### config.mk
export PLATFORM = sky130hd
export DESIGN_NAME = tbm_mux
export DESIGN_NICKNAME = d
export VERILOG_FILES = /design/src/tbm_pkg.sv /design/src/tbm_mux.sv
export SDC_FILE = /design/constraint.sdc
export NUM_CORES = 1
export LEC_CHECK = 0
export ABC_AREA = 1
export BUFFER_PORTS_ARGS = -buffer_cell sky130_fd_sc_hd__buf_2
export CORE_AREA = 2 2 131 133
export CTS_BUF_LIST = sky130_fd_sc_hd__clkbuf_8
export DETAILED_ROUTE_END_ITERATION = 10
export DIE_AREA = 0 0 133 135
export MAX_ROUTING_LAYER = met4
export PLACE_DENSITY = 0.58
export SLEW_MARGIN = 10
export SYNTH_ARGS = -nofsm -noshare
export SYNTH_HDL_FRONTEND = slang
export SYNTH_SLANG_ARGS = --single-unit
### constraint.sdc
create_clock -name clk_sys -period 4.1 [get_ports clk_sys]
set_input_delay 0.41 -clock clk_sys [delete_from_list [all_inputs] [get_ports clk_sys]]
set_output_delay 0.41 -clock clk_sys [all_outputs]
set_load 0.05 [all_outputs]
### src/tbm_pkg.sv
// Purpose: Shared constants and carrier types for the test bus monitor multiplexer.
// Assumes: One system clock; all sources come from logic on that clock.
// Notes:   Selection codes and register offsets are named here once.
package tbm_pkg;

   // ----------------------------------------------------------------
   // Register map
   // ----------------------------------------------------------------
   localparam logic [7:0] TBM_OFS_SELECT   = 8'h70;
   localparam logic [7:0] TBM_OFS_READBACK = 8'h74;
   localparam logic [7:0] TBM_SELECT_RESET = 8'h00;
   localparam logic [7:0] TBM_ZERO_BYTE    = 8'h00;

   // ----------------------------------------------------------------
   // Selection codes
   // ----------------------------------------------------------------
   localparam logic [7:0] TBM_SEL_QUIET      = 8'h00;
   localparam logic [7:0] TBM_SEL_RSSI       = 8'h03;
   localparam logic [7:0] TBM_SEL_SQ_FIRST   = 8'h04;
   localparam logic [7:0] TBM_SEL_SQ_LO      = 8'h05;
   localparam logic [7:0] TBM_SEL_CORR_LO    = 8'h06;
   localparam logic [7:0] TBM_SEL_FREQ_LO    = 8'h07;
   localparam logic [7:0] TBM_SEL_PHASE_LO   = 8'h08;
   localparam logic [7:0] TBM_SEL_OSC_LO     = 8'h09;
   localparam logic [7:0] TBM_SEL_BITSYNC    = 8'h0A;
   localparam logic [7:0] TBM_SEL_PN_GEN     = 8'h0B;
   localparam logic [7:0] TBM_SEL_ADC_CAL    = 8'h0C;
   localparam logic [7:0] TBM_SEL_CORR_I     = 8'h0D;
   localparam logic [7:0] TBM_SEL_CORR_Q     = 8'h0E;
   localparam logic [7:0] TBM_SEL_CHIP_ERR   = 8'h0F;
   localparam logic [7:0] TBM_SEL_OSC_HI     = 8'h10;
   localparam logic [7:0] TBM_SEL_LAG_HI     = 8'h11;
   localparam logic [7:0] TBM_SEL_PHASE_ERR  = 8'h12;
   localparam logic [7:0] TBM_SEL_ROT_I      = 8'h13;
   localparam logic [7:0] TBM_SEL_ROT_Q      = 8'h14;
   localparam logic [7:0] TBM_SEL_ADC_IQ     = 8'h15;
   localparam logic [7:0] TBM_SEL_XOR_HI     = 8'h16;
   localparam logic [7:0] TBM_SEL_XOR_LO     = 8'h17;
   localparam logic [7:0] TBM_SEL_TIMING     = 8'h18;
   localparam logic [7:0] TBM_SEL_CAL_ACC_LO = 8'h19;
   localparam logic [7:0] TBM_SEL_CAL_ACC_HI = 8'h1A;
   localparam logic [7:0] TBM_SEL_FREQ_ACC   = 8'h1B;
   localparam logic [7:0] TBM_SEL_XOR_SLOW   = 8'h1C;
   localparam logic [7:0] TBM_SEL_SQ_HI      = 8'h1D;

   // ----------------------------------------------------------------
   // Internal quantities that may drive the test bus
   // ----------------------------------------------------------------
   typedef struct packed {
      logic        carrier_sense_early_enh;
      logic        carrier_sense_early;
      logic [5:0]  rssi;
      logic        rssi_adc_clock;
      logic [7:0]  signal_quality_first;
      logic [15:0] signal_quality_second;
      logic [15:0] signal_quality_third;
      logic        sq_third_for_diversity;
      logic        sq_valid_pulse;
      logic        sample_clock;
      logic        symbol_rate_clock;
      logic [7:0]  corr_mag_lo;
      logic [18:0] freq_reg_lo;
      logic [7:0]  phase_reg_lo;
      logic [15:0] osc_reg_lo;
      logic [4:0]  bitsync_mantissa;
      logic [2:0]  bitsync_exponent;
      logic        last_symbol;
      logic [8:0]  pn_gen_top;
      logic        adc_cal_full_scale;
      logic        energy_detect;
      logic        adc_cal_disable;
      logic [4:0]  adc_cal_code;
      logic        adc_cal_clock;
      logic [8:0]  corr_i_hi;
      logic [8:0]  corr_q_hi;
      logic [14:0] chip_err_accum;
      logic [19:0] osc_accum_hi;
      logic [18:0] lag_accum_hi;
      logic [6:0]  carrier_phase_err;
      logic [5:0]  inphase_rotation_error;
      logic [5:0]  quadrature_rotation_error;
      logic [2:0]  adc_i;
      logic [2:0]  adc_q;
      logic [8:0]  xor_hi;
      logic [8:0]  xor_lo;
      logic [7:0]  xor_slow;
      logic        jump_clock;
      logic        jump_count;
      logic [4:0]  master_timing_count;
      logic [17:0] cal_accum;
      logic [15:0] freq_accum_lo;
   } tbm_sources_s;

endpackage : tbm_pkg

### src/tbm_mux.sv
// Purpose: Selects one internal quantity onto the eight test pins and the test strobe.
// Assumes: Configuration port logic on clk_sys issues single-cycle read and write strobes.
// Notes:   Pins are registered, so they lag the sources and the selection by one cycle.
`timescale 1ns/10ps

// Operation
// [RULE1] 03h: pin7 enhanced early sense, pin6 early sense, pins 5:0 signal strength.
// [RULE2] 03h: strobe carries strength converter clock; observer samples on its last rise.
// [RULE3] 04h: first quality measure on pins, strobe pulses when it is valid.
// [RULE4] 05h low byte, 1Dh high byte of second measure, or third for diversity.
// [RULE5] 06h: low-rate correlator magnitude, sample clock on strobe.
// [RULE6] 07h/08h/09h: frequency 18:11, phase 7:0, oscillator 15:8; symbol clock strobe.
// [RULE7] 0Ah: pins 7:3 bit sync mantissa, 2:0 exponent, strobe last symbol.
// [RULE8] 0Bh: top nine fault-test generator bits on pins plus strobe.
// [RULE9] 0Ch: full-scale flag, energy detect, cal disable, cal code; cal clock strobe.
// [RULE10] 0Dh/0Eh: high-rate I and Q correlator bits 8:1, sample clock strobe.
// [RULE11] 0Fh: chip error accumulator bits 14:7, strobe held low.
// [RULE12] 10h oscillator accum 19:12, 11h lag accum 18:11, sample clock strobe.
// [RULE13] 12h: seven-bit phase error with bit 6 repeated on pin 7.
// [RULE14] 13h/14h: six-bit rotation errors with bit 5 repeated on pins 7 and 6.
// [RULE15] 15h: pins 7:6 low, I converter on 5:3, Q converter on 2:0.
// [RULE16] 16h/17h: nine XOR test bits, high-rate or low-rate, on pins plus strobe.
// [RULE17] 18h: jump clock, jump count, symbol clock, master timing 4:0; sample strobe.
// [RULE18] 19h/1Ah: calibration accumulator bits 8:0 and 17:9 on pins plus strobe.
// [RULE19] 1Bh: low-rate frequency accumulator bits 15:7 on pins plus strobe.
// [RULE20] 1Ch: eight low-rate XOR test bits, symbol clock on strobe.
// [RULE21] 1Eh and 1Fh drive all pins and strobe low.
// [RULE22] Readback register is read-only and returns current test pin values.
// [RULE23] 00h is quiet: all pins and strobe low.
// [RULE24] Selection is eight-bit read/write; codes above 1Fh drive everything low.
module tbm_mux (
   // Clock and reset
   input  wire logic               clk_sys,
   input  wire logic               rst,
   // Configuration register port
   input  wire logic               cfg_wr_en,
   input  wire logic               cfg_rd_en,
   input  wire logic [7:0]         cfg_addr,
   input  wire logic [7:0]         cfg_wr_data,
   output logic      [7:0]         cfg_rd_data,
   output logic                    cfg_rd_valid,
   // Internal quantities
   input  wire tbm_pkg::tbm_sources_s src,
   // Test pins
   output logic      [7:0]         test_pins,
   output logic                    test_strobe
);

   // ----------------------------------------------------------------
   // Selection register
   // ----------------------------------------------------------------
   logic [7:0]  test_bus_select;
   logic [7:0]  next_pins;
   logic        next_strobe;
   logic [15:0] sq_sel;

   always_ff @(posedge clk_sys or posedge rst) begin
      if (rst) begin
         test_bus_select <= tbm_pkg::TBM_SELECT_RESET;
      end else if (cfg_wr_en && cfg_addr == tbm_pkg::TBM_OFS_SELECT) begin
         test_bus_select <= cfg_wr_data;                          // see [RULE24]
      end
   end

   // ----------------------------------------------------------------
   // Source multiplexer
   // ----------------------------------------------------------------
   // The third measure stands in only while diversity uses it.
   assign sq_sel = src.sq_third_for_diversity ? src.signal_quality_third
                                              : src.signal_quality_second;   // see [RULE4]

   always_comb begin
      next_pins   = tbm_pkg::TBM_ZERO_BYTE;
      next_strobe = 1'h0;
      case (test_bus_select)
         tbm_pkg::TBM_SEL_RSSI: begin
            next_pins   = {src.carrier_sense_early_enh, src.carrier_sense_early, src.rssi};   // see [RULE1]
            next_strobe = src.rssi_adc_clock;                                                  // see [RULE2]
         end
         tbm_pkg::TBM_SEL_SQ_FIRST: begin
            next_pins   = src.signal_quality_first;                // see [RULE3]
            next_strobe = src.sq_valid_pulse;
         end
         tbm_pkg::TBM_SEL_SQ_LO: begin
            next_pins   = sq_sel[7:0];                             // see [RULE4]
            next_strobe = src.sq_valid_pulse;
         end
         tbm_pkg::TBM_SEL_SQ_HI: begin
            next_pins   = sq_sel[15:8];                            // see [RULE4]
            next_strobe = src.sq_valid_pulse;
         end
         tbm_pkg::TBM_SEL_CORR_LO: begin
            next_pins   = src.corr_mag_lo;                         // see [RULE5]
            next_strobe = src.sample_clock;
         end
         tbm_pkg::TBM_SEL_FREQ_LO: begin
            next_pins   = src.freq_reg_lo[18:11];                  // see [RULE6]
            next_strobe = src.symbol_rate_clock;
         end
         tbm_pkg::TBM_SEL_PHASE_LO: begin
            next_pins   = src.phase_reg_lo;                        // see [RULE6]
            next_strobe = src.symbol_rate_clock;
         end
         tbm_pkg::TBM_SEL_OSC_LO: begin
            next_pins   = src.osc_reg_lo[15:8];                    // see [RULE6]
            next_strobe = src.symbol_rate_clock;
         end
         tbm_pkg::TBM_SEL_BITSYNC: begin
            next_pins   = {src.bitsync_mantissa, src.bitsync_exponent};   // see [RULE7]
            next_strobe = src.last_symbol;
         end
         tbm_pkg::TBM_SEL_PN_GEN: begin
            {next_pins, next_strobe} = src.pn_gen_top;             // see [RULE8]
         end
         tbm_pkg::TBM_SEL_ADC_CAL: begin
            next_pins   = {src.adc_cal_full_scale, src.energy_detect,
                           src.adc_cal_disable, src.adc_cal_code};  // see [RULE9]
            next_strobe = src.adc_cal_clock;
         end
         tbm_pkg::TBM_SEL_CORR_I: begin
            next_pins   = src.corr_i_hi[8:1];                      // see [RULE10]
            next_strobe = src.sample_clock;
         end
         tbm_pkg::TBM_SEL_CORR_Q: begin
            next_pins   = src.corr_q_hi[8:1];                      // see [RULE10]
            next_strobe = src.sample_clock;
         end
         tbm_pkg::TBM_SEL_CHIP_ERR: begin
            next_pins   = src.chip_err_accum[14:7];                // see [RULE11]
            next_strobe = 1'h0;
         end
         tbm_pkg::TBM_SEL_OSC_HI: begin
            next_pins   = src.osc_accum_hi[19:12];                 // see [RULE12]
            next_strobe = src.sample_clock;
         end
         tbm_pkg::TBM_SEL_LAG_HI: begin
            next_pins   = src.lag_accum_hi[18:11];                 // see [RULE12]
            next_strobe = src.sample_clock;
         end
         tbm_pkg::TBM_SEL_PHASE_ERR: begin
            next_pins   = {src.carrier_phase_err[6], src.carrier_phase_err};   // see [RULE13]
            next_strobe = src.sample_clock;
         end
         tbm_pkg::TBM_SEL_ROT_I: begin
            next_pins   = {{2{src.inphase_rotation_error[5]}}, src.inphase_rotation_error};      // see [RULE14]
            next_strobe = src.sample_clock;
         end
         tbm_pkg::TBM_SEL_ROT_Q: begin
            next_pins   = {{2{src.quadrature_rotation_error[5]}}, src.quadrature_rotation_error}; // see [RULE14]
            next_strobe = src.sample_clock;
         end
         tbm_pkg::TBM_SEL_ADC_IQ: begin
            next_pins   = {2'h0, src.adc_i, src.adc_q};            // see [RULE15]
            next_strobe = src.sample_clock;
         end
         tbm_pkg::TBM_SEL_XOR_HI: begin
            {next_pins, next_strobe} = src.xor_hi;                 // see [RULE16]
         end
         tbm_pkg::TBM_SEL_XOR_LO: begin
            {next_pins, next_strobe} = src.xor_lo;                 // see [RULE16]
         end
         tbm_pkg::TBM_SEL_TIMING: begin
            next_pins   = {src.jump_clock, src.jump_count, src.symbol_rate_clock,
                           src.master_timing_count};                // see [RULE17]
            next_strobe = src.sample_clock;
         end
         tbm_pkg::TBM_SEL_CAL_ACC_LO: begin
            {next_pins, next_strobe} = src.cal_accum[8:0];         // see [RULE18]
         end
         tbm_pkg::TBM_SEL_CAL_ACC_HI: begin
            {next_pins, next_strobe} = src.cal_accum[17:9];        // see [RULE18]
         end
         tbm_pkg::TBM_SEL_FREQ_ACC: begin
            {next_pins, next_strobe} = src.freq_accum_lo[15:7];    // see [RULE19]
         end
         tbm_pkg::TBM_SEL_XOR_SLOW: begin
            next_pins   = src.xor_slow;                            // see [RULE20]
            next_strobe = src.symbol_rate_clock;
         end
         default: begin
            // Quiet, reserved and unassigned codes all hold the bus low.
            next_pins   = tbm_pkg::TBM_ZERO_BYTE;                  // see [RULE21] [RULE23] [RULE24]
            next_strobe = 1'h0;
         end
      endcase
   end

   // ----------------------------------------------------------------
   // Test pin registers
   // ----------------------------------------------------------------
   // Registering the pins removes mux glitches, at the cost of one cycle of skew
   // against the source strobes, which all pass through the same stage.
   always_ff @(posedge clk_sys or posedge rst) begin
      if (rst) begin
         test_pins   <= tbm_pkg::TBM_ZERO_BYTE;
         test_strobe <= 1'h0;
      end else begin
         test_pins   <= next_pins;
         test_strobe <= next_strobe;                               // see [RULE2]
      end
   end

   // ----------------------------------------------------------------
   // Register read port
   // ----------------------------------------------------------------
   always_ff @(posedge clk_sys or posedge rst) begin
      if (rst) begin
         cfg_rd_data  <= tbm_pkg::TBM_ZERO_BYTE;
         cfg_rd_valid <= 1'h0;
      end else begin
         cfg_rd_valid <= cfg_rd_en;
         if (cfg_rd_en) begin
            case (cfg_addr)
               tbm_pkg::TBM_OFS_SELECT:   cfg_rd_data <= test_bus_select;
               tbm_pkg::TBM_OFS_READBACK: cfg_rd_data <= test_pins;           // see [RULE22]
               default:                   cfg_rd_data <= tbm_pkg::TBM_ZERO_BYTE;
            endcase
         end
      end
   end

endmodule : tbm_mux

==> flow_summary.ini, run 1 <==
[outcome]
status = complete, no violations

[logic_synthesis]
ys_seq_area_frac = 0.1881
syn_area_per_cell_um2 = 4.940
syn_area_um2 = 3458
synth_fp_nets = 1015
synth_edf_count = 0
synthTopCellsByArea = nand2_1 38%, dfrtp_1 19%, nand3_1 18%
ys_seq_elements = 26
yosysUniqueCellTypes = 19
yosys_most_used_dff = dfrtp_1
synthCells = 700
synth_warnings = 0
synth_top_area_share = 0.3810
synth.largest_area_cell = nand2_1
async_flop_share = 1.000

[floorplanning]
core_um2 = 16410
fp-row-count = 47
die_h_um = 135
start_util = 0.2108
io_pins = 333
die-area_um2 = 17960
dieWidth_um = 133

[placement]
numPortBuffers = 274
dp_hpwl_mm = 14.77
place.gp.congestion = 0.8550
placed_cells = 1176

[min_path]
holdCritPathClass = in -> reg
hp-start = cfg_wr_data[4]
whs_path_depth = 3
hold_end = test_bus_select[4]$_DFFE_PP0P_

[critical_path]
rr_startpoint = test_bus_select[5]$_DFFE_PP0P_
r2r_cells = 9
crit_required_ns = 4.26
reg2reg_setup_slack_ns = 1.80
endpoint_kind = register
critical_path.max_fanout = 15
criticalPathCategory = reg -> reg
worst_setup_path_start_kind = register
r2r-end = test_pins[2]$_DFF_PP0_
cp.arrival_ns = 2.46

[route]
drc = 0
wl_met2_mm = 8.662
final_antenna_net_count = 0
avgViaCountPerCell = 4.481
drt_wl_total_mm = 18.09
first_pass_iters = 5
wl_met3_um = 970
met1_length_mm = 8.143
wl_per_cell_um = 15.33
highest_layer = met4
drt_iter0_drc = 270
dr_total_vias = 5287

[timing]
hold_violations = 0
max_freq_mhz = 434.5
period_share = 0.5614
setup_violations = 0
rsz0062_at_grt = no
relSlewSlack = 0.3384
fin_skew_ns = 0.002669
min_period_ns = 2.302
worstMarginPinSlew_ns = 0.9913
finalSetupTns_ns = 0
finalMaxSlewViolations = 0
hold_ws_ns = 0.3479

[final_layout]
area.growth.synth_to_final_pct = 47.03
final_common_cell = nand2_1
fillers = 1926
final_cell_mix = 351 x nand2_1, 274 x buf_2, 122 x nand3_1, 109 x nor2_1, 27 x inv_1
n_antenna_cell = 0
layout.cells.non_filler = 1180
drive_above_1_share = 0.3115
nets = 1276

[clocking]
cts_num_sinks = 26
insertion_delay_ns = 0.27
cts-root-buf = clkbuf_8
cts_buffers = 3
postCtsSetupRepairBufs = 0
clk_pin_slew_ns = 0.09
clockBufferDepth = 2
cts_max_level = 1
cts_resized = 0
postCtsHoldBufs = 0
cts_tree = built

[pwr]
intPower_uw = 450.0
p_sw_uw = 199.7
ir_worst_vdd_uv = 116.4
p_leak_nw = 3.169
power-per-cell-area_nw_per_um2 = 127.8
pwr-share-seq = 0.422
sw_frac_of_total = 0.3074
combPwrFrac = 0.323
clkPwrFrac = 0.255

[global_routing]
antenna_found_initial = 0
grt_max_degree = 71
grt.total_usage = 0.1998
grt_pass1_vias = 5073
grt_pass1_wl_mm = 27.01
overflow = 0

[job]
cap_violations = 0
## Yosys cell counts, types with 6 or more instances
| master | count |
|---|---|
| clkbuf_1 | 6 |
| nand4_1 | 10 |
| o21ai_0 | 8 |
| buf_2 | 12 |
| nor2_1 | 110 |
| inv_1 | 27 |
| nand3_1 | 122 |
| nor2_2 | 15 |
| nand2_1 | 351 |
| dfrtp_1 | 26 |
## power by group through the flow
| stage | sequential [mW] | clock [mW] | combinational [mW] |
|---|---|---|---|
| global placement | 0.278 | 0 | 0.208 |
| floorplan | 0.279 | 0 | 0.0606 |
| detailed placement | 0.279 | 0 | 0.210 |
| CTS | 0.273 | 0.169 | 0.211 |
| global route | 0.275 | 0.180 | 0.235 |
| finish | 0.274 | 0.166 | 0.210 |
## routing by layer
metal	global-route usage	vias to the layer above
met5	-	-
met4	0.04241	0
met3	0.01276	22
met2	0.3333	215
met1	0.2678	2313
li1	-	2737
## registers in the layout, indices dropped and copies added (netlist names)
name	count
test_bus_select	8
test_strobe	1
test_pins	8
cfg_rd_valid	1
cfg_rd_data	8
## worst max path at each step
| stage | from | endpoint | slack, ns |
|---|---|---|---|
| 2_1_floorplan | cfg_addr[1] | test_bus_select[3]$_DFFE_PP0P_ | 2.55 |
| 3_3_place_gp | test_bus_select[5]$_DFFE_PP0P_ | test_pins[2]$_DFF_PP0_ | 1.84 |
| 3_5_place_dp | test_bus_select[5]$_DFFE_PP0P_ | test_pins[2]$_DFF_PP0_ | 1.81 |
| 4_1_cts | test_bus_select[5]$_DFFE_PP0P_ | test_pins[2]$_DFF_PP0_ | 1.79 |
| 5_1_grt | test_bus_select[5]$_DFFE_PP0P_ | test_pins[2]$_DFF_PP0_ | 1.54 |
| 6_report | test_bus_select[5]$_DFFE_PP0P_ | test_pins[2]$_DFF_PP0_ | 1.80 |
## cell families after synthesis
group           after synthesis  share of synthesized area
simple gates                613                     0.7337
compound gates               11                    0.01736
flops                        26                     0.1881
buf+inv                      50                    0.06078
## critical path, stage by stage (launching register included)
cell	delay (ns)
dfrtp_1	0.41
nor2_1	0.07
nand2_1	0.44
inv_1	0.45
nand2_1	0.26
nor2_1	0.06
nor2_1	0.11
nand2_1	0.08
nor2_1	0.22
nand2_1	0.09
## final cells by class
cell class	instances	area [um2]	share of cell area
Timing Repair Buffer	276	1386	0.2726
Sequential cell	26	650.6	0.1280
Inverter	30	112.6	0.02215
Tap cell	220	275.3	0.05413
Clock buffer	4	55.05	0.01083
Multi-Input combinational cell	624	2605	0.5123
## per-stage QoR
stage               setup slack [ns]  instance area (um2)  utilization  total power [mW]
finish                         1.798                 5085       0.3099            0.6497
CTS                            1.787                 5085       0.3099            0.6532
floorplan                      2.551                 3458            -            0.3391
detailed placement             1.807                 5030       0.3066            0.4886
global placement               1.839                 5030       0.3066            0.4859
global route                   1.538                 5085       0.3099            0.6903
Note: power is estimated with default switching activity, not from simulation.
==> inputs of run 2 (changes only) <==
- ABC_AREA: 1 -> 0
- CORE_AREA: 2 2 131 133 -> 2 2 130 132
- DIE_AREA: 0 0 133 135 -> 0 0 132 134
- PLACE_DENSITY: 0.58 -> 0.6
- clock period: 4.1 -> 1.9 ns (I/O delays scaled with it)
==> run 2 against run 1 <==
The run now ends with negative setup slack left. Hold slack got worse by 0.19 ns. Sequential share of layout area decreased by 2.6 points. Critical path depth fell by 1. Routed wire length grew 30%. Area after synthesis shrank 2.4%. First-iteration DRC count rose by 37%. Via count increased by 2.9%. Worst setup slack got worse by 2.0 ns. Sequential power rose by 140%. Die area is 1.5% lower. Cell count down 13%.
==> flow_summary.ini, run 2 <==
[logic_synthesis]
synth_warnings = 0
ys_seq_area_frac = 0.1928
synth.largest_area_cell = dfrtp_1
synthTopCellsByArea = dfrtp_1 19%, mux2i_1 8.3%, mux2_2 7.3%
async_flop_share = 1.000
yosysMostFrequentCell = nand3_1
syn_area_per_cell_um2 = 7.848
yosysUniqueCellTypes = 62
synth_fp_nets = 745
syn_area_um2 = 3374
synthCells = 430
synth_top_area_share = 0.1928
yosys_most_used_dff = dfrtp_1
ys_seq_elements = 26
synth_common_cells = 32 x nand3_1, 28 x mux2i_1, 27 x a21oi_1, 27 x nor2_1, 26 x dfrtp_1
synth_edf_count = 0

[critical_path]
crit_required_ns = 2.07
critical_path.max_fanout = 4
r2r_cells = 8
criticalPathCategory = reg -> reg
endpoint = test_pins[1]$_DFF_PP0_
reg2reg_setup_slack_ns = -0.22
worst_setup_path_start_kind = register
rr_startpoint = test_bus_select[0]$_DFFE_PP0P_
cp.arrival_ns = 2.29
crit_start = test_bus_select[0]$_DFFE_PP0P_
endpoint_kind = register
r2r-end = test_pins[1]$_DFF_PP0_

[placement]
numPortBuffers = 274
dp_hpwl_mm = 19.58
place.gp.congestion = 0.9856
placed_cells = 999
place_ws_ns = -0.4943
place_area_um2 = 5833

[final_layout]
largest_registers = cfg_rd_data (8), test_bus_select (8), test_pins (8)
final_cell_mix = 274 x buf_2, 110 x buf_4, 32 x nand3_1, 26 x a21oi_1, 26 x mux2i_1
postLayoutCellArea_um2 = 6409
fillers = 1711
layout.cells.non_filler = 1022
drive_above_1_share = 0.6228
area.growth.synth_to_final_pct = 89.91
final_common_cell = buf_2
nets = 1114
multi_input_area_um2 = 2821
final_util = 0.3934
seqCellArea_um2 = 654.4

[pwr]
power_mw = 2.296
ir_worst_vdd_uv = 285.3
p_leak_nw = 3.017
power-per-cell-area_nw_per_um2 = 358.3

[clocking]
clockBufferDepth = 2
clk_pin_slew_ns = 0.10
cts_buffers = 3
cts-root-buf = clkbuf_8
insertion_delay_ns = 0.29
cts_num_sinks = 26
cts_tree = built
cts_max_level = 1

[route]
final_antenna_net_count = 0
drt_iter0_drc = 370
avgViaCountPerCell = 5.323
wl_per_cell_um = 23.01
drt_wl_total_mm = 23.51
dr_total_vias = 5440
drc = 0
first_pass_iters = 5

[floorplanning]
die-area_um2 = 17690
io_pins = 333
dieWidth_um = 132
core_um2 = 16290
die_h_um = 134
start_util = 0.2072
fp-row-count = 47

[outcome]
status = finished with violations
failed_checks = negative setup slack

[timing]
period_share = 1.118
worstMarginPinSlew_ns = 0.5393
rsz0062_at_grt = yes
finalMaxSlewViolations = 0
fin_skew_ns = 0.01401
min_period_ns = 2.124
setup_violations = 9
max_freq_mhz = 470.7
hold_violations = 0
finalWorstSetupSlack_ns = -0.2245
relSlewSlack = 0.6399

[min_path]
holdCritPathClass = in -> reg

[global_routing]
grt_max_degree = 28
antenna_found_initial = 3
grt_pass1_vias = 5557
grt_pass1_wl_mm = 33.91
grt.total_usage = 0.2626
overflow = 0

[job]
cap_violations = 0
==> run 2: cell count changes after synthesis, sizes merged, moves of 22 or more <==
cell | before | now
nand2 | 351 | 18
nor2 | 125 | 29
nand3 | 122 | 32
mux2i | 0 | 28
a21oi | 1 | 27
mux2 | 0 | 24
a22oi | 0 | 23
inv | 29 | 7
==> run 2: layer usage <==
metal	wire, um	share of wire	track usage
met5	0	0	-
met4	567	0.024	0.06341
met3	2078	0.088	0.04649
met2	10860	0.46	0.4251
met1	10010	0.43	0.3410
==> run 2: cells by family (layout without fill, tap and decap cells) <==
kind of cell,count (synthesis),after routing,share of synthesized area
buf+inv,56,424,0.07564
simple gates,157,157,0.2592
flops,26,26,0.1928
mux,52,52,0.1631
other cells,0,4,0
compound gates,139,139,0.3092
==> run 2: worst max-delay path, stage by stage (launching register included) <==
cell and delay, ns:
dfrtp_2 0.46, buf_4 0.17, buf_4 0.14, nor2_2 0.20, buf_6 0.17, buf_4 0.15
a32o_1 0.13, a31oi_1 0.05, or4_1 0.55
==> run 2: worst min-delay path by stage <==
stage               cells after the start                              to  slack [ns]      startpoint
detailed placement                      3      cfg_rd_data[1]$_DFFE_PP0P_        0.29             rst
global placement                        3      cfg_rd_data[1]$_DFFE_PP0P_        0.29             rst
CTS                                     2  test_bus_select[0]$_DFFE_PP0P_        0.16  cfg_wr_data[0]
global route                            2  test_bus_select[7]$_DFFE_PP0P_        0.16  cfg_wr_data[7]
finish                                  2  test_bus_select[0]$_DFFE_PP0P_        0.16  cfg_wr_data[0]
floorplan                               0          cfg_rd_valid$_DFF_PP0_        0.22       cfg_rd_en
==> run 2: final cells by class <==
class,count,area share
Clock buffer,4,0.008590
Timing Repair Buffer,413,0.4004
Inverter,7,0.004100
Antenna cell,4,0.001562
Tap cell,220,0.04295
Sequential cell,26,0.1021
Multi-Input combinational cell,348,0.4403
==> run 2: what timing repair did <==
action                                  4_1_cts  5_1_grt
hold buffers                                  1        0
setup buffers                                 7       10
endpoints found under the setup margin        9        9
pin swaps                                    16       21
gates resized for setup                      51       32
gates cloned                                  0        0
endpoints found under the hold margin        26        0
==> run 2: where the power goes <==
group	leakage [nW]	switching [mW]	total, mW	internal, mW
combinational	2.65	0.687	1.26	0.574
clock	0.0288	0.198	0.385	0.186
sequential	0.339	0.0517	0.651	0.600
total	3.02	0.937	2.30	1.36
==> run 2: metrics by stage <==
stage	setup TNS, ns	hold WS, ns
4_1_cts	-1.454	0.1559
3_3_place_gp	-2.279	0.2859
6_report	-1.485	0.1596
3_5_place_dp	-2.523	0.2869
2_1_floorplan	0	0.2214
5_1_grt	-1.994	0.1611
